**config.mk**
```make
export PLATFORM = sky130hd
export DESIGN_NAME = msa_step10_cfg
export DESIGN_NICKNAME = d
export VERILOG_FILES = /design/src/design/msa_step10_pkg.sv /design/src/design/msa_step10_decode.sv /design/src/design/msa_step10_cfg.sv
export VERILOG_INCLUDE_DIRS = /design/src /design/src/design
export SDC_FILE = /design/constraint.sdc
export NUM_CORES = 1
export LEC_CHECK = 0
export ABC_AREA = 1
export BUFFER_PORTS_ARGS = -buffer_cell sky130_fd_sc_hd__buf_4
export CORE_MARGIN = 2
export CORE_UTILIZATION = 45
export CTS_CLUSTER_DIAMETER = 40
export DETAILED_ROUTE_END_ITERATION = 6
export PLACE_DENSITY = 0.88
export SLEW_MARGIN = 25
export SYNTH_ARGS = -nofsm -noshare
export SYNTH_HDL_FRONTEND = slang
export SYNTH_HIERARCHICAL = 1
export SYNTH_SLANG_ARGS = --single-unit
```
**constraint.sdc**
```tcl
create_clock -name core_clk -period 3.05 [get_ports core_clk]
set_input_delay 0.1525 -clock core_clk [delete_from_list [all_inputs] [get_ports core_clk]]
set_output_delay 0.1525 -clock core_clk [all_outputs]
set_load 0.03 [all_outputs]
```
**src/design/msa_step10_params.svh**
```systemverilog
`ifndef MSA_STEP10_PARAMS_SVH
`define MSA_STEP10_PARAMS_SVH

// ----------------------------------------
// register map
// ----------------------------------------
`define MSA_STEP10_CFG_ADDR    8'h9a
`define MSA_STEP10_CFG_RESET   16'h000a
`define MSA_STEP10_CFG_WMASK   16'he01f

// ----------------------------------------
// field positions
// ----------------------------------------
`define MSA_EN_BIT             15
`define MSA_GAIN_HI            14
`define MSA_GAIN_LO            13
`define MSA_NEG_BIT            4
`define MSA_POS_HI             3
`define MSA_POS_LO             0
`define MSA_RSV_HI             12
`define MSA_RSV_LO             5
`define MSA_STEP_INDEX         4'ha

// ----------------------------------------
// positive input codes
// ----------------------------------------
`define MSA_POS_EXT_LAST       4'h7
`define MSA_POS_TEMP           4'h8
`define MSA_POS_SHORT          4'h9
`define MSA_POS_TDAC           4'ha
`define MSA_POS_CODE_B         4'hb
`define MSA_POS_SUP4_A         4'hc
`define MSA_POS_SUP4_B         4'hd
`define MSA_POS_SUP103_A       4'he
`define MSA_POS_SUP103_B       4'hf

`endif

```
**src/design/msa_step10_pkg.sv**
```systemverilog
package msa_step10_pkg;

    typedef enum logic [2:0] {
        MSA_GAIN_X1 = 3'b001,
        MSA_GAIN_X2 = 3'b010,
        MSA_GAIN_X4 = 3'b100
    } msa_gain_e;

    typedef enum logic [1:0] {
        MSA_NEG_AGND = 2'b01,
        MSA_NEG_EXT7 = 2'b10
    } msa_neg_e;

    typedef struct packed {
        logic       stepEnable;
        msa_gain_e  gain;
        logic [3:0] posSel;
        logic       negAuto;
        msa_neg_e   negSel;
    } msa_step_cfg_s;

    typedef struct packed {
        logic       wrEn;
        logic       rdEn;
        logic [7:0] addr;
        logic [15:0] wdata;
    } msa_reg_req_s;

endpackage

```
**src/design/msa_step10_decode.sv**
```systemverilog
`timescale 1ns/10ps
`default_nettype none
`include "msa_step10_params.svh"

module msa_step10_decode (
    // raw register
    input  wire logic [15:0]                   cfgReg,
    // decoded selection
    output var msa_step10_pkg::msa_step_cfg_s  cfgDec
);

    wire logic [1:0] gainField = cfgReg[`MSA_GAIN_HI:`MSA_GAIN_LO];
    wire logic [3:0] posField  = cfgReg[`MSA_POS_HI:`MSA_POS_LO];
    // any code above the external range picks the negative input itself
    wire logic       negAuto   = (posField > `MSA_POS_EXT_LAST);
    // bit 4 masked when auto
    wire logic       negExt    = !negAuto && cfgReg[`MSA_NEG_BIT];
    msa_step10_pkg::msa_gain_e gainDec;
    msa_step10_pkg::msa_neg_e  negDec;

    assign gainDec = (gainField == 2'h0) ? msa_step10_pkg::MSA_GAIN_X1 :
                     (gainField == 2'h1) ? msa_step10_pkg::MSA_GAIN_X2 :
                                           msa_step10_pkg::MSA_GAIN_X4;
    assign negDec  = negExt ? msa_step10_pkg::MSA_NEG_EXT7 :
                              msa_step10_pkg::MSA_NEG_AGND;
    assign cfgDec  = '{stepEnable: cfgReg[`MSA_EN_BIT], gain: gainDec, posSel: posField,
                       negAuto: negAuto, negSel: negDec};

endmodule
`default_nettype wire

```
**src/design/msa_step10_cfg.sv**
```systemverilog
// Functional notes
// - bit 15 enables step 10; zero leaves it out of the sequence.
// - bits 14:13 gain; 00 is x1, 01 is x2, 10 and 11 are x4.
// - bits 12:5 are reserved, read-only and always read zero.
// - bit 4 picks negative input: 0 analog ground, 1 external input 7.
// - bits 3:0 positive input; codes 0 to 7 pick external inputs 0 to 7.
// - codes 8,9,10 pick temperature, internal short, test DAC; auto negative.
// - codes 12,13 supply over 4; 14,15 supply over 103; auto negative.
// - with automatic negative selection the negative select bit is ignored.
// - register at address 9Ah, reset value 000Ah.
`timescale 1ns/10ps
`default_nettype none
`include "msa_step10_params.svh"

module msa_step10_cfg (
    // clock and reset
    input  wire logic                          core_clk,
    input  wire logic                          nrst,
    // register port
    input  wire msa_step10_pkg::msa_reg_req_s  regReq,
    output logic [15:0]                        regRdata,
    output logic                               regRvalid,
    // sequencer side
    input  wire logic                          stepStart,
    input  wire logic [3:0]                    stepIndex,
    output var msa_step10_pkg::msa_step_cfg_s  stepCfg,
    output logic                               stepActive
);

    // ----------------------------------------
    // register storage
    // ----------------------------------------
    logic [15:0] cfg_q;
    logic [15:0] cfg_d;
    logic [15:0] rdata_q;
    logic        rvalid_q;
    logic        active_q;
    msa_step10_pkg::msa_step_cfg_s applied_q;
    msa_step10_pkg::msa_step_cfg_s cfgDec;

    // ----------------------------------------
    // address and mask helpers
    // ----------------------------------------
    // one compare shared by the write and the read strobe
    function automatic logic isCfgAddr(input logic [7:0] addr);
        isCfgAddr = (addr == `MSA_STEP10_CFG_ADDR);
    endfunction

    // reserved bits are cut on the way in and on the way out alike
    function automatic logic [15:0] keepWritable(input logic [15:0] word);
        keepWritable = word & `MSA_STEP10_CFG_WMASK;
    endfunction

    // ----------------------------------------
    // strobe decode
    // ----------------------------------------
    wire logic hit      = isCfgAddr(regReq.addr);
    wire logic wrHit    = regReq.wrEn && hit;
    wire logic rdHit    = regReq.rdEn && hit;
    // reserved bits never store, so they read back zero
    assign cfg_d = wrHit ? keepWritable(regReq.wdata) : cfg_q;
    wire logic visit10  = stepStart && (stepIndex == `MSA_STEP_INDEX);
    // a write mid-conversion waits for the next step-10 start
    wire logic enter10  = visit10 && cfg_q[`MSA_EN_BIT];

    msa_step10_decode u_decode (
        .cfgReg (cfg_q),
        .cfgDec (cfgDec)
    );

    always_ff @(posedge core_clk or negedge nrst) begin
        if (!nrst) begin
            cfg_q <= `MSA_STEP10_CFG_RESET;
        end else begin
            cfg_q <= cfg_d;
        end
    end

    // ----------------------------------------
    // read path
    // ----------------------------------------
    always_ff @(posedge core_clk or negedge nrst) begin
        if (!nrst) begin
            rdata_q  <= 16'h0000;
            rvalid_q <= 1'b0;
        end else begin
            rvalid_q <= rdHit;
            rdata_q  <= rdHit ? keepWritable(cfg_q) : 16'h0000;
        end
    end

    // ----------------------------------------
    // step application
    // ----------------------------------------
    always_ff @(posedge core_clk or negedge nrst) begin
        if (!nrst) begin
            active_q  <= 1'b0;
            applied_q <= '{stepEnable: 1'b0, gain: msa_step10_pkg::MSA_GAIN_X1,
                           posSel: `MSA_POS_TDAC, negAuto: 1'b1,
                           negSel: msa_step10_pkg::MSA_NEG_AGND};
        end else begin
            if (stepStart) begin
                active_q <= enter10;
            end
            if (enter10) begin
                applied_q <= cfgDec;
            end
        end
    end

    assign regRdata   = rdata_q;
    assign regRvalid  = rvalid_q;
    assign stepCfg    = applied_q;
    assign stepActive = active_q;

    // ----------------------------------------
    // register bus checks
    // ----------------------------------------
    AST_RESERVED_ZERO: assert property (@(posedge core_clk) disable iff (!nrst)
        regRvalid |-> regRdata[`MSA_RSV_HI:`MSA_RSV_LO] == 8'h00)
        else $error("reserved bits read nonzero");

    // storage itself stays clean, not only the read mux
    AST_RSV_NEVER_STORED: assert property (@(posedge core_clk) disable iff (!nrst)
        cfg_q[`MSA_RSV_HI:`MSA_RSV_LO] == 8'h00)
        else $error("reserved bits stored");

    AST_WRITE_READBACK: assert property (@(posedge core_clk) disable iff (!nrst)
        (wrHit && !regReq.rdEn) ##1 rdHit |=>
        regRdata == ($past(regReq.wdata, 2) & `MSA_STEP10_CFG_WMASK))
        else $error("readback mismatch");

    AST_READ_ANSWER: assert property (@(posedge core_clk) disable iff (!nrst)
        rdHit |=> regRvalid)
        else $error("mapped read not answered");

    // the bus sees zero between answers, so a stale word is never taken for data
    AST_NO_STRAY_ANSWER: assert property (@(posedge core_clk) disable iff (!nrst)
        !rdHit |=> !regRvalid && regRdata == 16'h0000)
        else $error("answer without mapped read");

    // a write to any other address must leave this word alone
    AST_NO_STORE_OFF_ADDR: assert property (@(posedge core_clk) disable iff (!nrst)
        !wrHit |=> $stable(cfg_q))
        else $error("register changed without mapped write");

    // ----------------------------------------
    // selection checks
    // ----------------------------------------
    AST_ENABLE_APPLIED: assert property (@(posedge core_clk) disable iff (!nrst)
        enter10 |=> stepCfg.stepEnable)
        else $error("applied step not enabled");

    AST_GAIN_X1: assert property (@(posedge core_clk) disable iff (!nrst)
        enter10 && cfg_q[`MSA_GAIN_HI:`MSA_GAIN_LO] == 2'h0 |=>
        stepCfg.gain == msa_step10_pkg::MSA_GAIN_X1)
        else $error("gain not x1");

    AST_GAIN_X2: assert property (@(posedge core_clk) disable iff (!nrst)
        enter10 && cfg_q[`MSA_GAIN_HI:`MSA_GAIN_LO] == 2'h1 |=>
        stepCfg.gain == msa_step10_pkg::MSA_GAIN_X2)
        else $error("gain not x2");

    // codes 10 and 11 both give x4, so only the upper bit matters
    AST_GAIN_DECODE: assert property (@(posedge core_clk) disable iff (!nrst)
        enter10 && cfg_q[`MSA_GAIN_HI] |=> stepCfg.gain == msa_step10_pkg::MSA_GAIN_X4)
        else $error("gain not x4");

    AST_NEG_AGND: assert property (@(posedge core_clk) disable iff (!nrst)
        enter10 && !cfg_q[`MSA_POS_HI] && !cfg_q[`MSA_NEG_BIT] |=>
        stepCfg.negSel == msa_step10_pkg::MSA_NEG_AGND)
        else $error("negative input not analog ground");

    AST_NEG_EXT: assert property (@(posedge core_clk) disable iff (!nrst)
        enter10 && !cfg_q[`MSA_POS_HI] && cfg_q[`MSA_NEG_BIT] |=>
        stepCfg.negSel == msa_step10_pkg::MSA_NEG_EXT7)
        else $error("negative input not external 7");

    AST_POS_PASS: assert property (@(posedge core_clk) disable iff (!nrst)
        enter10 |=> stepCfg.posSel == $past(cfg_q[`MSA_POS_HI:`MSA_POS_LO]))
        else $error("positive select mismatch");

    AST_EXT_CODES: assert property (@(posedge core_clk) disable iff (!nrst)
        enter10 && !cfg_q[`MSA_POS_HI] |=> !stepCfg.negAuto)
        else $error("external code took automatic negative");

    // code 11 is undocumented; it is treated as automatic like its neighbours
    AST_AUTO_CODES: assert property (@(posedge core_clk) disable iff (!nrst)
        enter10 && cfg_q[`MSA_POS_HI:`MSA_POS_LO] > `MSA_POS_EXT_LAST |=> stepCfg.negAuto)
        else $error("auto negative missing");

    AST_SUPPLY_CODES: assert property (@(posedge core_clk) disable iff (!nrst)
        enter10 && cfg_q[3:2] == 2'h3 |=> stepCfg.negAuto && stepCfg.posSel[3:2] == 2'h3)
        else $error("supply code mishandled");

    // bit 4 must not leak through once the code picks the negative input
    AST_NEG_AUTO: assert property (@(posedge core_clk) disable iff (!nrst)
        enter10 && cfg_q[`MSA_POS_HI] |=>
        stepCfg.negAuto && stepCfg.negSel == msa_step10_pkg::MSA_NEG_AGND)
        else $error("negative select not ignored");

    // ----------------------------------------
    // step timing checks
    // ----------------------------------------
    AST_ENABLE_GATES: assert property (@(posedge core_clk) disable iff (!nrst)
        visit10 |=> stepActive == $past(cfg_q[`MSA_EN_BIT]))
        else $error("step active disagrees with enable");

    AST_ACTIVE_HOLD: assert property (@(posedge core_clk) disable iff (!nrst)
        !stepStart |=> $stable(stepActive))
        else $error("step active moved without a step start");

    // the sequencer may look at the selection any time, so it only moves on entry
    AST_HOLD_OUTSIDE: assert property (@(posedge core_clk) disable iff (!nrst)
        !enter10 |=> $stable(stepCfg))
        else $error("config changed outside step 10 entry");

    // ----------------------------------------
    // coverage
    // ----------------------------------------
    COV_WRITE: cover property (@(posedge core_clk) disable iff (!nrst) wrHit);
    COV_READ: cover property (@(posedge core_clk) disable iff (!nrst) rdHit ##1 regRvalid);
    COV_ENTER: cover property (@(posedge core_clk) disable iff (!nrst) enter10);
    COV_WRITE_MID: cover property (@(posedge core_clk) disable iff (!nrst)
        stepActive && wrHit ##[1:20] enter10);
    COV_AUTO_NEG: cover property (@(posedge core_clk) disable iff (!nrst)
        enter10 && cfg_q[`MSA_POS_HI] && cfg_q[`MSA_NEG_BIT]);

endmodule
`default_nettype wire

```
* Word-level counts from Yosys, hierarchy flattened
Index checks and enable logic that the tools add are counted.
Operators by class: magnitude comparators 1, equal/unequal tests 3, mux-type cells 4, reduce and logical (&&, ||, !) cells 7
Operators by type and width (count):
- 2-to-1 mux 16 bit | 1
- equality test 8 bit, second input constant | 1
- 2-to-1 mux 3 bit | 2
- logical AND 1 bit | 5
- equality test 4 bit, second input constant | 1
- > comparator 4 x 3 -> 1 bit, second input constant | 1
- equality test 2 x 1 -> 1 bit, second input constant | 1
- zero test 2 bit | 1
- 2-to-1 mux 2 bit | 1
- zero test 1 bit | 1
Storage, ports and cells: register bits 37, logic and storage cells 24

* Depth between registers and ports, before layout
Gate-level depths: netlist (run 1).
depth in word-level cells 4, depth in mapped cells 6, mapped depth without buffers 6

* Modules after synthesis
Netlist (run 1), hierarchy kept.
By module, submodules not included:
- msa_step10_cfg | instances 1, cells each 135, area each 1292.5 µm²
- msa_step10_decode | instances 1, cells each 16, area each 86.3 µm²

* Worst setup path after synthesis (run 1)
OpenSTA, ideal clock, no wires.
kind register -> register, start register cfg_q[15], end register applied_q, in the netlist stepCfg[10], setup time 0.118 ns, arrival time 0.905 ns, required time 2.932 ns, slack 2.027 ns, cell stages (with the launch flop) 7, buffers on the path 1, period minus slack after synthesis 1.023 ns, path through dfrtp_1 -> inv_2 -> nor3_4 -> nand2_2 -> buf_6 -> nand2_1 -> nand2_1
Between the ends: longest elaborated chain between the ends 1
RTL lines:
- start: declaration | line msa_step10_cfg.sv:33 | logic [15:0] cfg_q;
- start signal: assignment | line msa_step10_cfg.sv:73 | cfg_q <= `MSA_STEP10_CFG_RESET;
- start signal: assignment | line msa_step10_cfg.sv:75 | cfg_q <= cfg_d;
- logical AND 1 bit | line msa_step10_cfg.sv:64 | wire logic enter10 = visit10 && cfg_q[`MSA_EN_BIT];
- end signal: assignment | line msa_step10_cfg.sv:98 | applied_q <= '{stepEnable: 1'b0, gain: msa_step10_pkg::MSA_GAIN_X1,
- end signal: assignment | line msa_step10_cfg.sv:106 | applied_q <= cfgDec;
- end: declaration | line msa_step10_cfg.sv:38 | msa_step10_pkg::msa_step_cfg_s applied_q;
Several ways; a longest one is shown, not always the timed one. A chain may end at the register's enable or synchronous reset.

* Worst setup path in the final report (run 1)
start register cfg_q[15], end register applied_q, in the netlist stepCfg[3]
Between the ends: longest elaborated chain between the ends 1
RTL lines (line):
- logical AND 1 bit | msa_step10_cfg.sv:64
Every way passes these cells.

==> metrics.csv, run 1 <==
metric,value,unit
outcome,completed,
CTS H-tree lvls,2,
Cells after Synth,151,
DP Area,0.001637,mm2
fin crit period,1365,ps
clock buffer depth,2,
Nets,223,
worst r2r path cells,5,
final hold vios,0,
post-synth cell types,20,
fin crit share,0.4474,
critical path type,register to register,
CTS tree,built,
VDD IR-drop max,0.0001866,V
Initial Util,0.4630,
Mean Syn Cell Area,9.131,um2
first-pass GRT wire length,3.753,mm
Final GP Congestion,0.7017,
multi-input logic area,455.4,um2
YS warnings,6,
per-cell routed wire length,9.821,um
HP Start,stepStart,
area delta synth->final,22.96,%
# DRC,0,
core area,0.002978,mm2
later-pin clock latency in the skew report,320,ps
layout cell share with drive strength beyond 1,0.3979,
DR iter-0 viols,16,
largest net degree at the start of global routing,30,
DIE AREA,0.003523,mm2
Pwr Density,403.5,mW/mm2
filler cell count,286,
Die Y,59.36,um
worst path arrival time,1580,ps
CP max stage cell,dfrtp_1,
CTS sink count,29,
CP Max Fanout,12,
Max Clk Rate,732.8,MHz
most used flip-flop cell after synthesis,dfrtp_1,
register area,734.5,um2
placed insts,215,
final slew viol count,0,
#FFs+latches synth,29,
startpoint class of the critical path,register,
Setup TNS Final,0,ps
initial antenna violation count,0,
CTS clock-pin slew for the worst setup and hold paths,80,ps
WL final,2.200,mm
post-synthesis sequential area ratio,0.5327,
final setup violation count,0,
hold path cells,2,
most frequent cells in the layout,"45 x buf_4, 42 x nand2_1, 22 x dfrtp_1",
IO Pins,62,
Slew @ Worst Pin,720.9,ps
CP bufs+invs,1,
reg2reg setup slack,1690,ps
first-pass iteration count of the detailed router,4,
Max Clock Skew,4.326,ps
"Async S/R FF share, synth",1.000,
vias,987,
hpwl dp,1.669,mm
number of global-route vias before repair,871,
worst reg2reg endpoint,stepCfg[3],
Port Buffers,45,
cell breakdown of the critical path,inv_2 -> nor3_4 -> nand2_2 -> nand2_1 -> nand2_1,
via/cell ratio,4.406,
DRT antenna net count,0,
die width,59.36,um
"Cell Area, Synth",0.001379,mm2
CP most frequent cell,nand2_1,
grt ovf,0,
CP endpoint kind,register,
number of synthesized flops with an enable pin,0,
Relative slew margins,0.5176,
Finished Cell Area,0.001695,mm2
Hold Path Class,primary input to register,
CTS Buf Count,5,
WP data required,3260,ps
antenna diode count,0,
RSZ-0062 raised after global routing,false,
top cell family by delay on the critical path,simple AND/OR/NAND/NOR gates,
max-cap violations,0,
final cell count without fillers,224,
CP peak stage delay,390,ps
Global Route Usage Sum,0.1500,
Row Count,20,
worst r2r src,cfg_q[15],
WHS Endpoint,stepActive,
CTS root buf,clkbuf_4,
Lkg Pwr,0.9032,nW
"commonest non-fill, non-tap cell in the layout",buf_4,
[power by group]
| group | internal, mW | switching [mW] | total [mW] |
|---|---|---|---|
| Combinational | 0.0294 | 0.0464 | 0.0759 |
| Clock | 0.0916 | 0.116 | 0.208 |
| Sequential | 0.393 | 0.00670 | 0.400 |
| Total | 0.515 | 0.170 | 0.684 |
[cells by family (layout without fill, tap and decap cells)]
group	count (synthesis)	count (layout)	synth area share
AOI/OAI and AO/OA	1	1	0.003626
buffers and inverters	39	72	0.1561
DFF	29	29	0.5327
other	1	8	0.002720
and+or+nand+nor	81	81	0.3049
[worst register-to-register path, cell delays in order, from the launching register on]
cell     delay [ps]
dfrtp_1         390
inv_2            70
nor3_4          380
nand2_2         240
nand2_1         130
nand2_1          50
[area by class of cell]
type,count,area share
Sequential cell,29,0.4332
Multi-Input combinational cell,90,0.2686
Timing Repair Buffer,46,0.2052
Inverter,18,0.03985
Clock buffer,8,0.02878
Tap cell,33,0.02435
[layer usage]
layer	global-route usage	wire length, um
met5	0	0
met4	0.07792	65
met3	0.06114	193
met2	0.2370	985
met1	0.1740	956
[cells in the mapped netlist, types with 2 or more instances]
cell type / count / share of area
buf_4: 16 / 0.087
nand4_1: 8 / 0.036
nor2_2: 8 / 0.036
nor2_1: 4 / 0.011
inv_2: 3 / 0.0082
nor2_4: 2 / 0.016
nand2_2: 3 / 0.014
dfstp_2: 7 / 0.13
nand3_1: 11 / 0.040
dfrtp_1: 22 / 0.40
nand2_1: 42 / 0.11
nand3_4: 2 / 0.025
inv_1: 15 / 0.041
clkbuf_1: 2 / 0.0054
[worst max path at each step]
stage / start / endpoint / slack (ps) / cells past startpoint
floorplan: cfg_q[15] / stepCfg[10] / 2030 / 6
global placement: stepIndex[2] / stepCfg[8] / 1650 / 5
detailed placement: stepIndex[2] / stepCfg[8] / 1620 / 5
CTS: cfg_q[15] / stepCfg[8] / 1650 / 5
global route: cfg_q[15] / stepCfg[1] / 1480 / 5
finish: cfg_q[15] / stepCfg[3] / 1690 / 5
[flip-flops by register name (all words and copies together), names as in the netlist]
signal,flops
cfg_q,8
stepActive,1
stepCfg,11
regRdata,8
regRvalid,1
[through the flow]
stage	power [mW]	util	hold slack, ps	setup WS, ps
after floorplan	0.4598	-	-143.1	2027
after global placement	0.4815	0.5496	82.71	1651
after detailed placement	0.4834	0.5496	87.23	1617
after CTS	0.6961	0.5693	8.478	1655
after global routing	0.7183	0.5693	48.39	1484
final	0.6840	0.5693	31.30	1685
[timing repair]
item | CTS | global route
gates resized for setup | 0 | 0
buffers inserted | 0 | 0
hold buffers | 1 | 0
endpoints found under the hold margin | 22 | 0
Note: power is estimated with default switching activity, not from simulation.
==> run 2, diff against run 1 <==
Settings changed: ABC_AREA 1 to 0, CORE_UTILIZATION 45 to 40, PLACE_DENSITY 0.88 to 0.85.
Clock period 3.05 ns to 1.1 ns, I/O delays scaled along.
==> run 2 against run 1 <==
  * The flow now finishes with violations (setup timing)
  * Routed wire length rose by 6.5%
  * Non-clock buffer count rose by 10
  * Largest cell class unchanged
  * Sequential cell count did not move
  * Cell count fell by 23%
  * Cell area rose by 1.5%
  * Critical path depth fell by 2
  * Highest routed layer unchanged
==> metrics.csv, run 2 <==
metric,value,unit
final setup violation count,11,
#FFs+latches synth,29,
RSZ-0062 raised after global routing,true,
Max Clk Rate,858.3,MHz
area delta synth->final,39.31,%
post-synthesis sequential area ratio,0.5947,
startpoint class of the critical path,register,
antenna diode count,0,
VDD IR-drop max,0.0004882,V
Power Total,1.960,mW
DP Area,0.001560,mm2
Nets,172,
"Cell Area, Synth",0.001235,mm2
WL final,2.344,mm
most common cell in the netlist,dfrtp_1,
number of global-route vias before repair,887,
CP endpoint kind,register,
"Core Util, Final",0.5729,
"commonest non-fill, non-tap cell in the layout",buf_4,
Hold Path Class,primary input to register,
cell breakdown of the critical path,nor3b_4 -> buf_12 -> mux2_4,
IO Pins,62,
CTS tree,built,
fin crit period,1165,ps
hpwl dp,1.719,mm
"Async S/R FF share, synth",1.000,
number of synthesized flops with an enable pin,0,
layout cell share with drive strength beyond 1,0.5929,
Die Y,59.57,um
CTS clock-pin slew for the worst setup and hold paths,80,ps
DIE AREA,0.003548,mm2
fin crit share,1.059,
Port Buffers,45,
DR iter-0 viols,22,
most frequent cells in the layout,"43 x buf_4, 22 x dfrtp_1, 13 x mux2_2",
die width,59.57,um
outcome,finished with violations,
CTS Buf Count,5,
pre-CTS setup slack,-125.5,ps
max-cap violations,0,
core area,0.003003,mm2
critical path type,register to register,
Global Route Usage Sum,0.1521,
first-pass iteration count of the detailed router,4,
CTS H-tree lvls,2,
Synth top area share,0.4458,
CP max stage cell,dfrtp_1,
via/cell ratio,4.740,
Row Count,20,
YS warnings,6,
grt ovf,0,
WP data required,1310,ps
Max Clock Skew,5.773,ps
commonest cells in the synthesized netlist,"22 x dfrtp_1, 18 x mux2_2, 15 x buf_4, 8 x and2_1, 7 x dfstp_2",
clock buffer depth,2,
first-pass GRT wire length,3.781,mm
most used flip-flop cell after synthesis,dfrtp_1,
Finished Cell Area,0.001720,mm2
final cell count without fillers,173,
# DRC,0,
per-cell routed wire length,13.55,um
Cells after Synth,88,
final slew viol count,0,
Initial Util,0.4112,
placed insts,156,
Pwr Density,1139,mW/mm2
filler cell count,254,
largest net degree at the start of global routing,30,
Lkg Pwr,0.9045,nW
ranking of synthesized cells by area,"dfrtp_1 45%, mux2_2 16%, dfstp_2 15%",
later-pin clock latency in the skew report,320,ps
CP peak stage delay,360,ps
CTS root buf,clkbuf_4,
vias,820,
CTS sink count,29,
DRT antenna net count,0,
final hold vios,0,
Mean Syn Cell Area,14.03,um2
failing checks,setup timing,
Synth area leader,dfrtp_1,
setup ws final,-65.07,ps
max reg flops,11,
worst path arrival time,1370,ps
CP Max Fanout,12,
Final GP Congestion,0.6536,
initial antenna violation count,0,
setup bufs post-CTS,0,
post-synth cell types,20,
[run 2: changes by cell type after synthesis, moves of 8 or more]
cell	change
and2_1	+8
nand2_1	-42
inv_1	-14
nand3_1	-11
nor2_2	-8
nand4_1	-8
mux2_2	+18
[run 2: per-stage QoR]
step	TNS (ps)	hold WS, ps
final	-687.8	20.16
after global routing	-1290	26.61
after CTS	-865.5	12.87
after detailed placement	-1704	-4.733
after global placement	-1077	-16.65
after floorplan	-645.8	-240.6
[run 2: cell families (layout without fill, tap and decap cells)]
logic type	count (synthesis)	count (layout)	synth area share
DFF	29	29	0.5947
muxes	19	19	0.1732
other	1	8	0.003037
buffers and inverters	20	65	0.1135
AOI/OAI and AO/OA	1	1	0.006081
and+or+nand+nor	18	18	0.1094
[run 2: where the power goes]
part	switching, mW	internal [mW]	total (mW)
Combinational	0.0967	0.108	0.205
Clock	0.334	0.315	0.649
Sequential	0.0147	1.09	1.11
[run 2: repair_timing]
item	in CTS	in global routing
gates resized for setup	0	3
endpoints found under the setup margin	11	14
hold buffers	9	0
hold endpoints to repair	37	0
cloned	0	0
[run 2: area by class of cell]
| class | instances | area (um2) | share of cell area |
|---|---|---|---|
| tap | 33 | 41.29 | 0.02400 |
| clock buffer | 8 | 58.81 | 0.03418 |
| timing repair buffer | 56 | 466.7 | 0.2713 |
| multi-input combinational | 46 | 415.4 | 0.2415 |
| inverter | 1 | 3.754 | 0.002182 |
| sequential | 29 | 734.5 | 0.4269 |
[run 2: worst paths after layout]
| check | slack, ps | cells after the start | endpoint | startpoint |
|---|---|---|---|---|
| max in group asynchronous | 590 | 2 | stepCfg[7] | nrst |
| setup / recovery | -70 | 3 | stepCfg[10] | cfg_q[15] |
| min in group asynchronous | 200 | 2 | regRdata[1] | nrst |
| hold / removal | 20 | 3 | stepActive | stepStart |
| setup reg to reg | -70 | 3 | stepCfg[10] | cfg_q[15] |
| hold reg to reg | 500 | 1 | stepActive | stepActive |
[run 2: worst max-delay path: cells and delay by family (launching register included)]
| family | cells | cell delay, ps |
|---|---|---|
| mux | 1 | 300 |
| buf+inv | 1 | 170 |
| flops | 1 | 360 |
| simple gates | 1 | 220 |
[run 2: routing by layer]
metal,global-route usage,vias up,part of all wire
li1,-,370,-
met3,0.06114,10,0.062
met5,0,-,0
met1,0.1425,407,0.37
met2,0.2857,33,0.54
met4,0.06667,0,0.027
